==> src/logic/bte_consts.svh <==
// Register map, field positions, reset values and counts of the background timer.
// Assumes byte addresses on a 32-bit APB, one aligned word per register.
`ifndef BTE_CONSTS_SVH
`define BTE_CONSTS_SVH

// Register byte offsets
`define BTE_OFS_CTRL 8'h00
`define BTE_OFS_RELOAD 8'h04
`define BTE_OFS_ELAPSED 8'h08
`define BTE_OFS_FLAGS 8'h0C
`define BTE_OFS_MATCH 8'h10
`define BTE_OFS_INT_STAT 8'h14
`define BTE_OFS_INT_MASK 8'h18

// Control word fields
`define BTE_CTRL_CMD_LSB 0
`define BTE_CTRL_SRC_LSB 2

// Match word fields
`define BTE_MATCH_PAT_LSB 0
`define BTE_MATCH_MASK_LSB 8
`define BTE_MATCH_EN_BIT 16

// Interrupt status bits
`define BTE_INT_MAJOR_BIT 0
`define BTE_INT_OVF_BIT 1
`define BTE_INT_MATCH_BIT 2
`define BTE_INT_BITS 3

// Overflow flag position in the flags byte
`define BTE_FLAGS_BYTE_BIT_SEVEN 7

// One-second reloads: 49910, 34286 and 3036
`define BTE_ONE_SECOND_RELOAD_AT_4MHZ 16'hC2F6
`define BTE_ONE_SECOND_RELOAD_AT_8MHZ 16'h85EE
`define BTE_ONE_SECOND_RELOAD_AT_16MHZ 16'h0BDC

// System clocks per minor tick
`define BTE_MINOR_DIV 256

// Reset values
`define BTE_RELOAD_RST 16'h0000
`define BTE_MATCH_RST 32'h0000_0000
`define BTE_INT_MASK_RST 3'h0

`endif

==> src/logic/bte_pkg.sv <==
// Types shared by the background timer design.
// Assumes bte_consts.svh supplies the numeric constants.
`default_nettype none
package bte_pkg;

   typedef enum logic [1:0] {
      BTE_MODE_OFF = 2'b00,
      BTE_MODE_TIMER = 2'b01,
      BTE_MODE_COUNT = 2'b10
   } bte_mode_t;

   typedef enum logic [1:0] {
      BTE_SRC_REG = 2'b00,
      BTE_SRC_1S_4MHZ = 2'b01,
      BTE_SRC_1S_8MHZ = 2'b10,
      BTE_SRC_1S_16MHZ = 2'b11
   } bte_src_t;

endpackage
`default_nettype wire

==> src/logic/bte_sync_edge.sv <==
// Two-stage synchroniser with rising-edge detection for the counter input.
// Assumes the reset is already synchronous to clk on its release.
`timescale 1ns/1ps
`default_nettype none
module bte_sync_edge (
   input wire logic clk,
   input wire logic rst_n,
   input wire logic pinIn,
   output logic rise
);
   logic meta_r;
   logic sync_r;
   logic prev_r;

   always_ff @(posedge clk or negedge rst_n) begin
      if (!rst_n) begin
         meta_r <= 1'b0;
         sync_r <= 1'b0;
         prev_r <= 1'b0;
      end else begin
         meta_r <= pinIn;
         sync_r <= meta_r;
         prev_r <= sync_r;
      end
   end

   // Low then high sample, one pulse per edge
   assign rise = sync_r && !prev_r;

   chk_edge_single:
   assert property (@(posedge clk) disable iff (!rst_n) rise |=> !rise)
      else $error("edge pulse longer than one cycle");
endmodule
`default_nettype wire

==> src/logic/bte_timer_top.sv <==
// Background timer / event counter with APB register access.
// Assumes an APB master on clk and a counter input that may be asynchronous.
//
// The register offsets and the APB interface to the registers were chosen for this implementation.
`timescale 1ns/1ps
`default_nettype none
`include "bte_consts.svh"

// Function
// - Software can switch the block off, start timing mode or start counting mode.
// - Timing mode offers built-in one-second reloads for 4, 8 and 16 MHz clocks.
// - Only internal timing or counting of the single counter input are supported.
// - In counting mode each rising input edge advances the hidden prescaler by one.
// - Counting runs on its own while the processor does other work.
// - In counting mode a prescaler wrap advances the elapsed count.
// - Each prescaler wrap reloads it with the reload value chosen at the last start.
// - In timing mode the prescaler advances once every 256 system clocks.
// - In timing mode a prescaler wrap is a major tick that advances the elapsed count.
// - The elapsed count is readable at any time while the prescaler stays hidden.
// - The overflow flag sets whenever the elapsed count wraps past its top.
// - Any start clears the overflow flag, and software may clear it by writing zero.
// - The flag sits in bit 7 of the flags byte and a masked pattern match interrupts.
// - Timing and counting pause while the diagnostic dump is in progress.
module bte_timer_top #(
   parameter int CountWidth = 16
) (
   input wire logic clk,
   input wire logic rst_n,
   input wire logic psel,
   input wire logic penable,
   input wire logic pwrite,
   input wire logic [7:0] paddr,
   input wire logic [31:0] pwdata,
   output logic [31:0] prdata,
   output logic pready,
   output logic pslverr,
   input wire logic countIn,
   input wire logic diagBusy,
   output logic flagMatch,
   output logic irq
);
   logic rstMeta_r;
   logic rstSync_r;
   bte_pkg::bte_mode_t mode_r;
   bte_pkg::bte_mode_t cmdMode;
   bte_pkg::bte_src_t cmdSrc;
   logic [CountWidth-1:0] reloadReg_r;
   logic [CountWidth-1:0] reloadAct_r;
   logic [CountWidth-1:0] reloadNew;
   logic [CountWidth-1:0] preLoadVal;
   logic [CountWidth-1:0] preVal;
   logic [CountWidth-1:0] elapsed;
   logic [7:0] divCnt_r;
   logic [7:0] flagsByte;
   logic [31:0] match_r;
   logic [`BTE_INT_BITS-1:0] intStat_r;
   logic [`BTE_INT_BITS-1:0] intMask_r;
   logic [`BTE_INT_BITS-1:0] intEvents;
   logic [31:0] rdData;
   logic [31:0] prdata_r;
   logic ovfFlag_r;
   logic setupPh;
   logic wrAcc;
   logic mapped;
   logic ctrlWr;
   logic startCmd;
   logic offCmd;
   logic countEdge;
   logic minorTick;
   logic preInc;
   logic preLoad;
   logic preWrap;
   logic elWr;
   logic elInc;
   logic elWrap;
   logic matchHit;

   // Reset release through two flops
   always_ff @(posedge clk or negedge rst_n) begin
      if (!rst_n) begin
         rstMeta_r <= 1'b0;
         rstSync_r <= 1'b0;
      end else begin
         rstMeta_r <= 1'b1;
         rstSync_r <= rstMeta_r;
      end
   end

   // APB decode, zero wait states
   assign setupPh = psel && !penable;
   assign wrAcc = psel && penable && pwrite;
   assign pready = 1'b1;

   always_comb begin
      mapped = 1'b1;
      rdData = 32'h0000_0000;
      unique case (paddr)
         `BTE_OFS_CTRL: rdData = {30'h0000_0000, mode_r};
         `BTE_OFS_RELOAD: rdData = {16'h0000, reloadReg_r};
         `BTE_OFS_ELAPSED: rdData = {16'h0000, elapsed};
         `BTE_OFS_FLAGS: rdData = {24'h00_0000, flagsByte};
         `BTE_OFS_MATCH: rdData = match_r;
         `BTE_OFS_INT_STAT: rdData = {29'h0000_0000, intStat_r};
         `BTE_OFS_INT_MASK: rdData = {29'h0000_0000, intMask_r};
         default: mapped = 1'b0;
      endcase
   end

   assign pslverr = psel && penable && !mapped;

   // Read data is captured in setup so it comes from a flop
   always_ff @(posedge clk or negedge rstSync_r) begin
      if (!rstSync_r) begin
         prdata_r <= 32'h0000_0000;
      end else if (setupPh && !pwrite) begin
         prdata_r <= rdData;
      end
   end

   assign prdata = prdata_r;

   // Command decode; code 2'b11 is ignored
   assign cmdMode = bte_pkg::bte_mode_t'(pwdata[`BTE_CTRL_CMD_LSB +: 2]);
   assign cmdSrc = bte_pkg::bte_src_t'(pwdata[`BTE_CTRL_SRC_LSB +: 2]);
   assign ctrlWr = wrAcc && (paddr == `BTE_OFS_CTRL);
   assign startCmd = ctrlWr && (cmdMode == bte_pkg::BTE_MODE_TIMER
      || cmdMode == bte_pkg::BTE_MODE_COUNT);
   assign offCmd = ctrlWr && (cmdMode == bte_pkg::BTE_MODE_OFF);

   always_comb begin
      unique case (cmdSrc)
         bte_pkg::BTE_SRC_REG: reloadNew = reloadReg_r;
         bte_pkg::BTE_SRC_1S_4MHZ: reloadNew = `BTE_ONE_SECOND_RELOAD_AT_4MHZ;
         bte_pkg::BTE_SRC_1S_8MHZ: reloadNew = `BTE_ONE_SECOND_RELOAD_AT_8MHZ;
         bte_pkg::BTE_SRC_1S_16MHZ: reloadNew = `BTE_ONE_SECOND_RELOAD_AT_16MHZ;
      endcase
   end

   // Mode state
   always_ff @(posedge clk or negedge rstSync_r) begin
      if (!rstSync_r) begin
         mode_r <= bte_pkg::BTE_MODE_OFF;
      end else if (startCmd || offCmd) begin
         mode_r <= cmdMode;
      end
   end

   // Reload registers; the active copy only changes on a start
   always_ff @(posedge clk or negedge rstSync_r) begin
      if (!rstSync_r) begin
         reloadReg_r <= `BTE_RELOAD_RST;
         reloadAct_r <= `BTE_RELOAD_RST;
      end else begin
         if (wrAcc && paddr == `BTE_OFS_RELOAD) begin
            reloadReg_r <= pwdata[CountWidth-1:0];
         end
         if (startCmd) begin
            reloadAct_r <= reloadNew;
         end
      end
   end

   // Minor tick divider, frozen during the diagnostic dump
   always_ff @(posedge clk or negedge rstSync_r) begin
      if (!rstSync_r) begin
         divCnt_r <= 8'h00;
      end else if (startCmd) begin
         divCnt_r <= 8'h00;
      end else if (mode_r == bte_pkg::BTE_MODE_TIMER && !diagBusy) begin
         divCnt_r <= divCnt_r + 8'h01;
      end
   end

   assign minorTick = mode_r == bte_pkg::BTE_MODE_TIMER && !diagBusy
      && divCnt_r == 8'(`BTE_MINOR_DIV - 1);

   bte_sync_edge u_edge (
      .clk(clk),
      .rst_n(rstSync_r),
      .pinIn(countIn),
      .rise(countEdge)
   );

   // Prescaler advance; runs without any software involvement
   always_comb begin
      preInc = 1'b0;
      unique case (mode_r)
         bte_pkg::BTE_MODE_OFF: preInc = 1'b0;
         bte_pkg::BTE_MODE_TIMER: preInc = minorTick;
         bte_pkg::BTE_MODE_COUNT: preInc = countEdge && !diagBusy;
         default: preInc = 1'b0;
      endcase
      if (startCmd) begin
         preInc = 1'b0;
      end
   end

   assign preLoad = startCmd || preWrap;
   assign preLoadVal = startCmd ? reloadNew : reloadAct_r;

   bte_wrap_cnt #(
      .Width(CountWidth)
   ) u_prescale (
      .clk(clk),
      .rst_n(rstSync_r),
      .load(preLoad),
      .loadVal(preLoadVal),
      .inc(preInc),
      .value(preVal),
      .wrap(preWrap)
   );

   // Elapsed count; a software write wins over a same-cycle tick
   assign elWr = wrAcc && (paddr == `BTE_OFS_ELAPSED);
   assign elInc = preWrap && !elWr;

   bte_wrap_cnt #(
      .Width(CountWidth)
   ) u_elapsed (
      .clk(clk),
      .rst_n(rstSync_r),
      .load(elWr),
      .loadVal(pwdata[CountWidth-1:0]),
      .inc(elInc),
      .value(elapsed),
      .wrap(elWrap)
   );

   // Overflow flag: a wrap in the clearing cycle still sets it
   always_ff @(posedge clk or negedge rstSync_r) begin
      if (!rstSync_r) begin
         ovfFlag_r <= 1'b0;
      end else if (elWrap) begin
         ovfFlag_r <= 1'b1;
      end else if (startCmd) begin
         ovfFlag_r <= 1'b0;
      end else if (wrAcc && paddr == `BTE_OFS_FLAGS
         && !pwdata[`BTE_FLAGS_BYTE_BIT_SEVEN]) begin
         ovfFlag_r <= 1'b0;
      end
   end

   always_comb begin
      flagsByte = 8'h00;
      flagsByte[`BTE_FLAGS_BYTE_BIT_SEVEN] = ovfFlag_r;
   end

   // Flags match pattern
   always_ff @(posedge clk or negedge rstSync_r) begin
      if (!rstSync_r) begin
         match_r <= `BTE_MATCH_RST;
      end else if (wrAcc && paddr == `BTE_OFS_MATCH) begin
         match_r <= {15'h0000, pwdata[16:0]};
      end
   end

   assign matchHit = match_r[`BTE_MATCH_EN_BIT]
      && ((flagsByte & match_r[`BTE_MATCH_MASK_LSB +: 8])
      == match_r[`BTE_MATCH_PAT_LSB +: 8]);
   assign flagMatch = matchHit;

   // Sticky interrupt status, write one to clear, set wins
   always_comb begin
      intEvents = '0;
      intEvents[`BTE_INT_MAJOR_BIT] = elInc;
      intEvents[`BTE_INT_OVF_BIT] = elWrap;
      intEvents[`BTE_INT_MATCH_BIT] = matchHit;
   end

   always_ff @(posedge clk or negedge rstSync_r) begin
      if (!rstSync_r) begin
         intStat_r <= '0;
      end else if (wrAcc && paddr == `BTE_OFS_INT_STAT) begin
         intStat_r <= (intStat_r & ~pwdata[`BTE_INT_BITS-1:0]) | intEvents;
      end else begin
         intStat_r <= intStat_r | intEvents;
      end
   end

   always_ff @(posedge clk or negedge rstSync_r) begin
      if (!rstSync_r) begin
         intMask_r <= `BTE_INT_MASK_RST;
      end else if (wrAcc && paddr == `BTE_OFS_INT_MASK) begin
         intMask_r <= pwdata[`BTE_INT_BITS-1:0];
      end
   end

   assign irq = |(intStat_r & intMask_r);

   chk_edge_advance:
   assert property (@(posedge clk) disable iff (!rstSync_r)
      (mode_r == bte_pkg::BTE_MODE_COUNT && countEdge && !diagBusy && !startCmd
      && preVal != 16'hFFFF) |=> preVal == $past(preVal) + 16'h0001)
      else $error("count edge did not advance prescaler");

   chk_wrap_reload:
   assert property (@(posedge clk) disable iff (!rstSync_r)
      preWrap |=> preVal == $past(preLoadVal))
      else $error("prescaler not reloaded on wrap");

   chk_major_count:
   assert property (@(posedge clk) disable iff (!rstSync_r)
      (preWrap && !elWr) |=> elapsed == $past(elapsed) + 16'h0001)
      else $error("elapsed count missed a major tick");

   chk_ovf_sets:
   assert property (@(posedge clk) disable iff (!rstSync_r)
      elWrap |=> ovfFlag_r && elapsed == 16'h0000)
      else $error("overflow flag not set on wrap");

   chk_start_clears:
   assert property (@(posedge clk) disable iff (!rstSync_r)
      (startCmd && !elWrap) |=> !ovfFlag_r ##0 preVal == $past(reloadNew))
      else $error("start did not clear flag or load prescaler");

   chk_off_freeze:
   assert property (@(posedge clk) disable iff (!rstSync_r)
      (mode_r == bte_pkg::BTE_MODE_OFF && !startCmd) |=> $stable(preVal))
      else $error("prescaler moved while off");

   chk_diag_pause:
   assert property (@(posedge clk) disable iff (!rstSync_r)
      (diagBusy && !startCmd)[*2] |-> $stable(preVal) && $stable(divCnt_r))
      else $error("counting continued during diagnostic dump");

   chk_minor_rate:
   assert property (@(posedge clk) disable iff (!rstSync_r)
      minorTick |=> divCnt_r == 8'h00 ##1 !minorTick)
      else $error("minor tick spacing wrong");

   chk_match_irq:
   assert property (@(posedge clk) disable iff (!rstSync_r)
      (matchHit && intMask_r[`BTE_INT_MATCH_BIT]) |=> irq)
      else $error("flag match did not raise interrupt");

   chk_flag_sw_clear:
   assert property (@(posedge clk) disable iff (!rstSync_r)
      (wrAcc && paddr == `BTE_OFS_FLAGS && !pwdata[`BTE_FLAGS_BYTE_BIT_SEVEN] && !elWrap)
      |=> !ovfFlag_r)
      else $error("writing zero did not clear overflow flag");

   chk_tick_advance:
   assert property (@(posedge clk) disable iff (!rstSync_r)
      (minorTick && !startCmd && preVal != 16'hFFFF) |=> preVal == $past(preVal) + 16'h0001)
      else $error("minor tick did not advance prescaler");
endmodule
`default_nettype wire

==> src/logic/bte_wrap_cnt.sv <==
// Loadable up-counter that flags its wrap from all ones to zero.
// Assumes load takes priority over increment.
`timescale 1ns/1ps
`default_nettype none
module bte_wrap_cnt #(
   parameter int Width = 16
) (
   input wire logic clk,
   input wire logic rst_n,
   input wire logic load,
   input wire logic [Width-1:0] loadVal,
   input wire logic inc,
   output logic [Width-1:0] value,
   output logic wrap
);
   assign wrap = inc && (value == '1);

   always_ff @(posedge clk or negedge rst_n) begin
      if (!rst_n) begin
         value <= '0;
      end else if (load) begin
         value <= loadVal;
      end else if (inc) begin
         value <= value + 1'b1;
      end
   end

   chk_wrap_to_zero:
   assert property (@(posedge clk) disable iff (!rst_n)
      (inc && !load && value == '1) |=> value == '0)
      else $error("counter did not wrap to zero");
endmodule
`default_nettype wire
==> config.mk <==
export PLATFORM = sky130hd
export DESIGN_NAME = bte_timer_top
export DESIGN_NICKNAME = d
export VERILOG_FILES = /design/src/logic/bte_pkg.sv /design/src/logic/bte_sync_edge.sv /design/src/logic/bte_timer_top.sv /design/src/logic/bte_wrap_cnt.sv
export VERILOG_INCLUDE_DIRS = /design/src /design/src/logic
export SDC_FILE = /design/constraint.sdc
export NUM_CORES = 1
export LEC_CHECK = 0
export ABC_AREA = 1
export BUFFER_PORTS_ARGS = -buffer_cell sky130_fd_sc_hd__buf_4
export CORE_MARGIN = 5
export CORE_UTILIZATION = 40
export DETAILED_ROUTE_END_ITERATION = 7
export PLACE_DENSITY = 0.66
export SLEW_MARGIN = 20
export SYNTH_ARGS = -nofsm -noshare
export SYNTH_HDL_FRONTEND = slang
export SYNTH_SLANG_ARGS = --single-unit
==> constraint.sdc <==
create_clock -name clk -period 3.41 [get_ports clk]
set_input_delay 0 -clock clk [delete_from_list [all_inputs] [get_ports clk]]
set_output_delay 0 -clock clk [all_outputs]
set_load 0.005 [all_outputs]
-- Yosys cells after proc, flatten, opt, wreduce, memory -nomap -nowiden
Cells that the tools add are included.
- register bits: 135
- latch bits: 0
- memory bits (writable): 0
- bits in read-only memories: 0
- bits of input ports: 47
- output and inout port bits: 36
- logic and storage cells: 100
- memories kept: 0
- add/subtract/negate cells: 3
- multipliers: 0
- divide/modulo/power cells: 0
- magnitude comparators: 0
- equal/unequal tests: 17
- shift operators: 0
- mux-type cells: 16
- bitwise logic cells: 6
- reduce and logical (&&, ||, !) cells: 42
- operator list (kind ; number):
    case mux 17 bit (7 select lines) ; 1
    two-way mux 16 bit ; 5
    case mux 16 bit (4 select lines) ; 1
    adder 16 x 1 -> 16 bit, second input constant ; 2
    == test 16 bit, second input constant ; 2
    == test 8 x 5 -> 1 bit, second input constant ; 3
    logical AND 1 bit ; 23
    == test 8 x 4 -> 1 bit, second input constant ; 2
    two-way mux 8 bit ; 2
    adder 8 x 1 -> 8 bit, second input constant ; 1
    bitwise AND 8 bit ; 1
    == test 2 bit, second input constant ; 4
    == test 8 x 3 -> 1 bit, second input constant ; 1
    == test 8 bit ; 1
    == test 8 bit, second input constant ; 1
    logical NOT 8 bit ; 1
    logical NOT 1 bit ; 7
    OR reduction 7 bit ; 1
    bitwise AND 3 bit ; 2
    == test 2 x 1 -> 1 bit, second input constant ; 3
    bitwise OR 3 bit ; 2
    nonzero test 2 bit ; 3
    two-way mux 1 bit ; 5
    logical NOT 2 bit ; 2
    other kinds (6) ; 8

-- Depth between registers and ports, before layout
Gate-level depths: netlist of the first run.
- depth after elaboration: 10
- gate-level depth with buffers: 12
- gate-level depth less buffers: 11

-- Cells and area by module
From an unflattened synthesis of the first run, not the netlist that was laid out.
- cells, all modules: 864
- area, all modules: 6672.6 um2
- modules (own cells, without submodules) (module ; times used ; cells an instance ; area an instance (um2) ; seq. area each (um2)):
    bte_timer_top ; 1 ; 573 ; 4490.6 ; 2127.0
    bte_wrap_cnt ; 2 ; 143 ; 1048.5 ; 400.4
    bte_sync_edge ; 1 ; 5 ; 85.1 ; 75.1

-- Worst setup path after synthesis of the first run
Ideal clock, no wire load.
- path type: register to register
- start: register mode_r[1]
- end: register u_prescale.value[5]
- setup time: 0.117 ns
- arrival time: 1.610 ns
- required time: 3.293 ns
- path slack: 1.682 ns
- stages on the path, launching flop included: 13
- buffers on the path: 1
- clock period less this slack: 1.728 ns
- path through: dfrtp_1 > inv_1 > ha_1 > nand2_1 > nor2_1 > nand2_1 > nand2_1 > nand2_1 > o21ai_4 > buf_6 > nand2_1 > nand3_1 > nand2_1
- word-level cells in the longest chain between the ends: 8
- elaborated cells on any way between the ends: 10
- classes of those cells: 2 x eq/ne; 3 x mux; 5 x reduce/logical
- RTL lines (element ; RTL line ; source):
    start: declaration ; bte_timer_top.sv:44 ; bte_pkg::bte_mode_t mode_r;
    start signal: assignment ; bte_timer_top.sv:142 ; mode_r <= bte_pkg::BTE_MODE_OFF;
    start signal: assignment ; bte_timer_top.sv:144 ; mode_r <= cmdMode;
    == test 2 x 1 -> 1 bit ; bte_timer_top.sv:174, bte_timer_top.sv:187 ;
    logical AND 1 bit (2 in series) ; bte_timer_top.sv:174 ; assign minorTick = mode_r == bte_pkg::BTE_MODE_TIMER && !diagBusy
    case mux 1 bit (2 select lines) (*) ; bte_timer_top.sv:187 ; unique case (mode_r)
    two-way mux 1 bit (*) ; bte_timer_top.sv:193 ; if (startCmd) begin
    logical AND 1 bit ; bte_wrap_cnt.sv:16 ; assign wrap = inc && (value == '1);
    logical OR 1 bit ; bte_timer_top.sv:198 ; assign preLoad = startCmd || preWrap;
    two-way mux 16 bit / nonzero test 2 bit (equally long branches) ; -- ;
    end signal: assignment ; bte_wrap_cnt.sv:22 ; value <= loadVal;
    end signal: assignment ; bte_wrap_cnt.sv:24 ; value <= value + 1'b1;
    end: declaration ; bte_wrap_cnt.sv:13 ; output logic [Width-1:0] value,
Every way passes the cells marked *; elsewhere a longest branch is shown, timed or not.
A chain may end at the register's enable or synchronous reset.

-- Worst setup path after layout of the first run
- start: register u_prescale.value[0]
- end: register u_elapsed.value[9]
- word-level cells in the longest chain between the ends: 4
- RTL lines (element ; RTL line ; source):
    == test 16 bit ; bte_wrap_cnt.sv:16 ;
    logical AND 1 bit ; bte_wrap_cnt.sv:16 ;
    logical AND 1 bit ; bte_timer_top.sv:215 ; assign elInc = preWrap && !elWr;
    nonzero test 2 bit (no source line) ; -- ;
    end signal: assignment ; bte_wrap_cnt.sv:22 ;
    end signal: assignment ; bte_wrap_cnt.sv:24 ;
    end: declaration ; bte_wrap_cnt.sv:13 ;
No other way between the ends.

==> qor.yml, run 1 <==
status: "completed"
area_growth_pct: 20.0
chipWidth_um: 140
ios: 83
crit_end: "u_elapsed.value[9]"
coreArea_mm2: 0.0165
finalNetCount: 1042
crit_required_ns: 3.76
cts_sinks: 120
port_buffers: 51
wl_um: 16900
r2r_end: "u_elapsed.value[9]"
yosysWarnings: 0
cts_buffers: 17
n_antenna_cell: 0
ys_ff_latch: 120
setup_viol: 0
r2r_slack_ns: 1.07
antenna_found_initial: 0
cp.arrival_ns: 2.69
dr.pass1.iters: 5
grt_remaining_overflow: 0
p_leak_nw: 4.04
max_clock_freq_mhz: 428
reg2regPathDepth: 10
start_util_pct: 40.7
cts_tree: "built"
regToRegStartpoint: "u_prescale.value[0]"
slew_headroom_pct: 31.0
finalCritPeriodShare_pct: 68.5
dp_cells: 1167
synth.distinct_cells: 40
vias: 5928
cp_max_fo: 18
route.detailed.drc: 0
hold_path.class: "in -> reg"
fp.dieArea_mm2: 0.0195
synth-seq-area-share_pct: 44.7
cap_violations: 0
viasPerCell: 4.87
worst_pin_slew_ns: 1.03
grt_max_degree: 61
ir_worst_vdd_mv: 0.413
post_drt_wl_per_cell_um: 13.9
setup_tns_ns: 0
die_h_um: 140
drv_slew: 0
cts_root_buffer: "clkbuf_16"
setup_ws_ns: 1.07
power.density_mw_per_mm2: 451
hold_viol: 0
cts-htree-levels: 4
syn_avg_cell_area_um2: 7.32
synth-edff-count: 0
ys.flop_type: "dfrtp_1"
gp_congestion: 0.890
path_class: "reg -> reg"
period_minus_slack_ns: 2.34
async_flop_share_pct: 100
dp_hpwl_um: 11800
drt-initial-drc-count: 457
fin_worst_skew_ns: 0.00966
critPathLaunchType: "register"
clock_latency_ns: 0.41
synth_area_mm2: 0.00672
rows: 47
place_ws_ns: 1.04
clockBufferDepth: 2
clk_pin_slew_ns: 0.06
rsz0062_at_grt: "false"
ant_nets: 0
stdcell_count: 1218
track_usage_pct: 18.0
crit_start: "u_prescale.value[0]"
layout-drive-gt1-share_pct: 11.0
syn_inst: 919
grt_pass1_wl_um: 28500
first_global_vias: 5581
end_kind: "register"
[how the worst min path moves through the flow]
| stage | slack, ns | end | depth (start not counted) | startpoint |
|---|---|---|---|---|
| 2_1_floorplan | -0.30 | rstMeta_r | 0 | rst_n |
| 3_3_place_gp | -0.22 | rstMeta_r | 1 | rst_n |
| 3_5_place_dp | -0.22 | rstMeta_r | 1 | rst_n |
| 4_1_cts | 0.02 | mode_r[1] | 3 | pwdata[1] |
| 5_1_grt | 0.05 | prdata[0] | 5 | penable |
| 6_report | 0.03 | match_r[1] | 3 | pwdata[1] |
[cell usage in the layout, fill, tap and decap left out, types with 3 or more instances in the layout]
cell	Yosys	routed
nand4_1	12	12
inv_1	118	118
nand3_1	58	58
dfrtp_1	120	119
xor2_1	13	13
o21ai_1	9	9
nand2_1	320	320
o21ai_2	5	5
clkinv_2	0	3
nor2_1	58	58
bufinv_16	0	6
buf_4	19	58
conb_1	2	17
ha_1	10	10
xnor2_1	5	5
clkbuf_16	0	17
nor4_1	3	3
a21oi_1	10	10
clkbuf_1	13	5
nor3_1	8	8
dlygate4sd3_1	0	19
o21ai_0	92	92
[state kept, by name, indices dropped and copies added, names as in the netlist, 2 cells and up]
name / cells
divCnt_r: 8
intMask_r: 3
intStat_r: 3
match_r: 17
mode_r: 2
prdata: 17
reloadAct_r: 16
reloadReg_r: 16
u_elapsed.value: 16
u_prescale.value: 16
[final cells by class]
class	count	area, um^2
Fill cell	1621	8460
Multi-Input combinational cell	647	3030
Sequential cell	120	3010
Timing Repair Buffer	78	646
Clock buffer	23	458
Inverter	121	457
Tap cell	220	275
Clock inverter	9	195
[cells in the mapped netlist, types with 10 or more instances]
library cell	number	area, um^2
a21oi_1	10	50.1
buf_4	19	143
clkbuf_1	13	48.8
dfrtp_1	120	3000
ha_1	10	125
inv_1	118	443
nand2_1	320	1200
nand3_1	58	290
nand4_1	12	75.1
nor2_1	58	218
o21ai_0	92	460
xor2_1	13	114
[cell families (layout without fill, tap and decap cells)]
family / Yosys count / count (layout) / share of synthesized area (%)
and+or+nand+nor: 477 / 477 / 29.9
buffers and inverters: 167 / 231 / 11.1
AOI/OAI and AO/OA: 125 / 125 / 10.0
DFF: 120 / 120 / 44.7
xor gates and xnor gates: 18 / 18 / 2.35
adders and majority gates: 10 / 10 / 1.86
other: 2 / 17 / 0.112
[per-stage QoR]
step | area (um^2) | utilization (%) | hold WS, ns | power [mW]
floorplan | 6780 | - | -0.296 | 1.57
global placement | 7220 | 43.7 | -0.217 | 1.63
detailed placement | 7220 | 43.7 | -0.216 | 1.63
CTS | 8060 | 48.8 | 0.0234 | 3.66
global route | 8060 | 48.8 | 0.0510 | 3.77
finish | 8060 | 48.8 | 0.0289 | 3.63
[layer usage]
layer	vias up	part of all wire (%)	routed length, um	global-route usage (%)
li1	2986	-	-	-
met1	2784	49	8270	26.1
met2	143	45	7570	27.6
met3	15	5.4	912	4.53
met4	0	0.91	154	3.72
met5	-	0	0	0
[worst max-delay path, stage by stage, from the launching register on]
cell     delay (ns)
dfrtp_1        0.43
ha_1           0.24
nand2_1        0.07
nor2_1         0.08
nand2_1        0.12
nor2_4         0.17
nand4_4        0.30
nand2_1        0.43
buf_4          0.26
o21ai_0        0.10
nand2_1        0.07
[power by group]
group	switching, mW	internal [mW]
registers	0.0243	1.44
logic	0.0889	0.0659
clock network	0.627	1.39
total	0.741	2.89
[what timing repair did]
action | CTS | global route
gates resized for setup | 0 | 0
endpoints found under the hold margin | 41 | 0
buffers inserted | 0 | 0
hold buffers | 19 | 0
(Power assumes the default switching activity.)
==> inputs of run 2 (changes only) <==
--- a/config.mk
+++ b/config.mk
@@ -11,7 +11,7 @@
 export CORE_MARGIN = 5
 export CORE_UTILIZATION = 40
 export DETAILED_ROUTE_END_ITERATION = 7
-export PLACE_DENSITY = 0.66
+export PLACE_DENSITY = 0.64
 export SLEW_MARGIN = 20
 export SYNTH_ARGS = -nofsm -noshare
 export SYNTH_HDL_FRONTEND = slang
==> constraint.sdc (replaced) <==
create_clock -name clk -period 2.2 [get_ports clk]
set_input_delay 0 -clock clk [delete_from_list [all_inputs] [get_ports clk]]
set_output_delay 0 -clock clk [all_outputs]
set_load 0.005 [all_outputs]
==> run 2 against run 1 <==
Power is 53% higher. Final cell count grew 1.1%. Sequential power increased by 54%. Critical path type unchanged.
==> qor.yml, run 2 (same netlist as run 1, synthesis figures left out) <==
ir_worst_vdd_mv: 0.573  # was 0.413 mV
cts-htree-levels: 4  # unchanged
clockBufferDepth: 2  # unchanged
period_minus_slack_ns: 1.91  # was 2.34 ns
finalNetCount: 1055  # was 1042
drv_slew: 0  # unchanged
viasPerCell: 4.88  # was 4.87
wl_um: 17400  # was 16900 um
finalCritPeriodShare_pct: 86.6  # was 68.5%
crit_top_cell: "nand2_1"  # unchanged
vias: 6004  # was 5928
layout_commonest_cell: "nand2_1"  # unchanged
power.density_mw_per_mm2: 680  # was 451 mW/mm^2
path_cells: "inv_1 -> ha_1 -> nand2_1 -> nor2_1 -> nand2_1 -> nand2_1 -> nand2_1 -> o21ai_4 -> buf_12 -> nand2_1 -> nand3_1 -> nand2_1"  # was ha_1 -> nand2_1 -> nor2_1 -> nand2_1 -> nor2_4 -> nand4_4 -> nand2_1 -> buf_4 -> o21ai_0 -> nand2_1
fp.dieArea_mm2: 0.0195  # unchanged
max_clock_freq_mhz: 525  # was 428 MHz
cts_tree: "built"  # unchanged
crit_buf_inv: 2  # was 1
post_drt_wl_per_cell_um: 14.1  # was 13.9 um
rows: 47  # unchanged
status: "completed"  # unchanged
cap_violations: 0  # unchanged
n_antenna_cell: 0  # unchanged
fin_util_pct: 49.6  # was 48.8%
layout_common_cells: "320 x nand2_1, 119 x dfrtp_1, 118 x inv_1"  # unchanged
antenna_found_initial: 0  # unchanged
worst_path_dominant_cell_family: "simple AND/OR/NAND/NOR gates"  # unchanged
drt-initial-drc-count: 447  # was 457
clk_pin_slew_ns: 0.05  # was 0.06 ns
max_stage_delay_ns: 0.39  # was 0.43 ns
cts_root_buffer: "clkbuf_16"  # unchanged
fill_cells: 1603  # was 1621
grt_max_degree: 44  # was 61
cts_buffers: 17  # unchanged
rsz0062_at_grt: "false"  # unchanged
port_buffers: 51  # unchanged
hold_viol: 0  # unchanged
fin_worst_skew_ns: 0.0116  # was 0.00966 ns
end_kind: "register"  # unchanged
worst_pin_slew_ns: 0.594  # was 1.03 ns
start_util_pct: 40.7  # unchanged
coreArea_mm2: 0.0165  # unchanged
clock_latency_ns: 0.42  # was 0.41 ns
power_mw: 5.57  # was 3.63 mW
die_h_um: 140  # unchanged
gp_congestion: 0.911  # was 0.890
track_usage_pct: 18.4  # was 18.0%
first_global_vias: 5714  # was 5581
layout-drive-gt1-share_pct: 12.4  # was 11.0%
route.detailed.drc: 0  # unchanged
cp.arrival_ns: 2.21  # was 2.69 ns
cts_resized: 0  # unchanged
cp_max_fo: 15  # was 18
cp_slowest_cell: "dfrtp_1"  # unchanged
ios: 83  # unchanged
path_class: "reg -> reg"  # unchanged
p_leak_nw: 4.10  # was 4.04 nW
slew_headroom_pct: 60.4  # was 31.0%
setup_viol: 0  # unchanged
setup_tns_ns: 0  # unchanged
cts_sinks: 120  # unchanged
area_growth_pct: 21.9  # was 20.0%
ant_nets: 0  # unchanged
critPathLaunchType: "register"  # unchanged
crit_required_ns: 2.50  # was 3.76 ns
dp_hpwl_um: 12500  # was 11800 um
dr.pass1.iters: 5  # unchanged
hold_path.class: "in -> reg"  # unchanged
chipWidth_um: 140  # unchanged
grt_pass1_wl_um: 29100  # was 28500 um
grt_remaining_overflow: 0  # unchanged
[run 2: changes by cell type in the layout (fill, tap and decap cells not counted)]
cell        previous run  this run
buf_4                 58        68
buf_12                 1         4
clkinv_4               0         3
clkbuf_1               5         3
clkinv_2               3         1
clkinvlp_4             0         2
bufinv_16              6         5
[run 2: worst reg2reg max path: cells and delay by family, from the launching register on]
family          cells  cell delay, ns
simple gates        8            0.79
flops               1            0.39
fa+ha+maj           1            0.16
compound gates      1            0.22
buf+inv             2            0.24
[run 2: metal layers]
metal  part of all wire [%]  track usage [%]  wire length, um  vias to the layer above
met2                     45             28.4             7850                      146
met4                    1.6             5.97              275                        0
met1                     48             25.9             8420                     2806
met3                    4.7             3.95              817                       21
li1                       -                -                -                     3031
met5                      0                0                0                        -
[run 2: layout make-up]
type	instances	area [um^2]	share of cell area, %
clock inverter	11	196	2.40
timing repair buffer	91	781	9.53
sequential	120	3010	36.7
tap	220	275	3.36
clock buffer	21	450	5.50
inverter	121	457	5.57
multi-input combinational	647	3030	36.9
[run 2: where the power goes]
part           switching (mW)  internal (mW)  total (mW)
registers              0.0291           2.23        2.26
logic                   0.150          0.109       0.259
clock network            1.01           2.04        3.05
total                    1.18           4.38        5.57
[run 2: through the flow]
stage	hold WS (ns)	setup WS, ns	instances	cell area (um^2)
after floorplan	-0.296	0.197	934	6780
after global placement	-0.216	0.248	1179	7340
after detailed placement	-0.216	0.172	1179	7340
after CTS	0.0352	0.173	1230	8170
after global routing	0.0670	0.100	1231	8190
final	0.0468	0.295	1231	8190
[run 2: final timing paths]
check	from	endpoint	slack, ns	cells after the start
max	mode_r[1]	u_prescale.value[7]	0.29	12
max reg2reg	mode_r[1]	u_prescale.value[7]	0.29	12
min	penable	prdata[1]	0.05	5
min reg2reg	rstSync_r	reloadAct_r[6]	0.28	0
min in group asynchronous	rstSync_r	reloadAct_r[6]	0.28	0
max in group asynchronous	rstSync_r	u_prescale.value[1]	1.27	1
[run 2: what timing repair did]
| item | CTS | global route |
|---|---|---|
| hold buffers | 19 | 0 |
| buffers inserted | 0 | 1 |
| setup endpoints to repair | 0 | 15 |
| hold endpoints to repair | 42 | 0 |
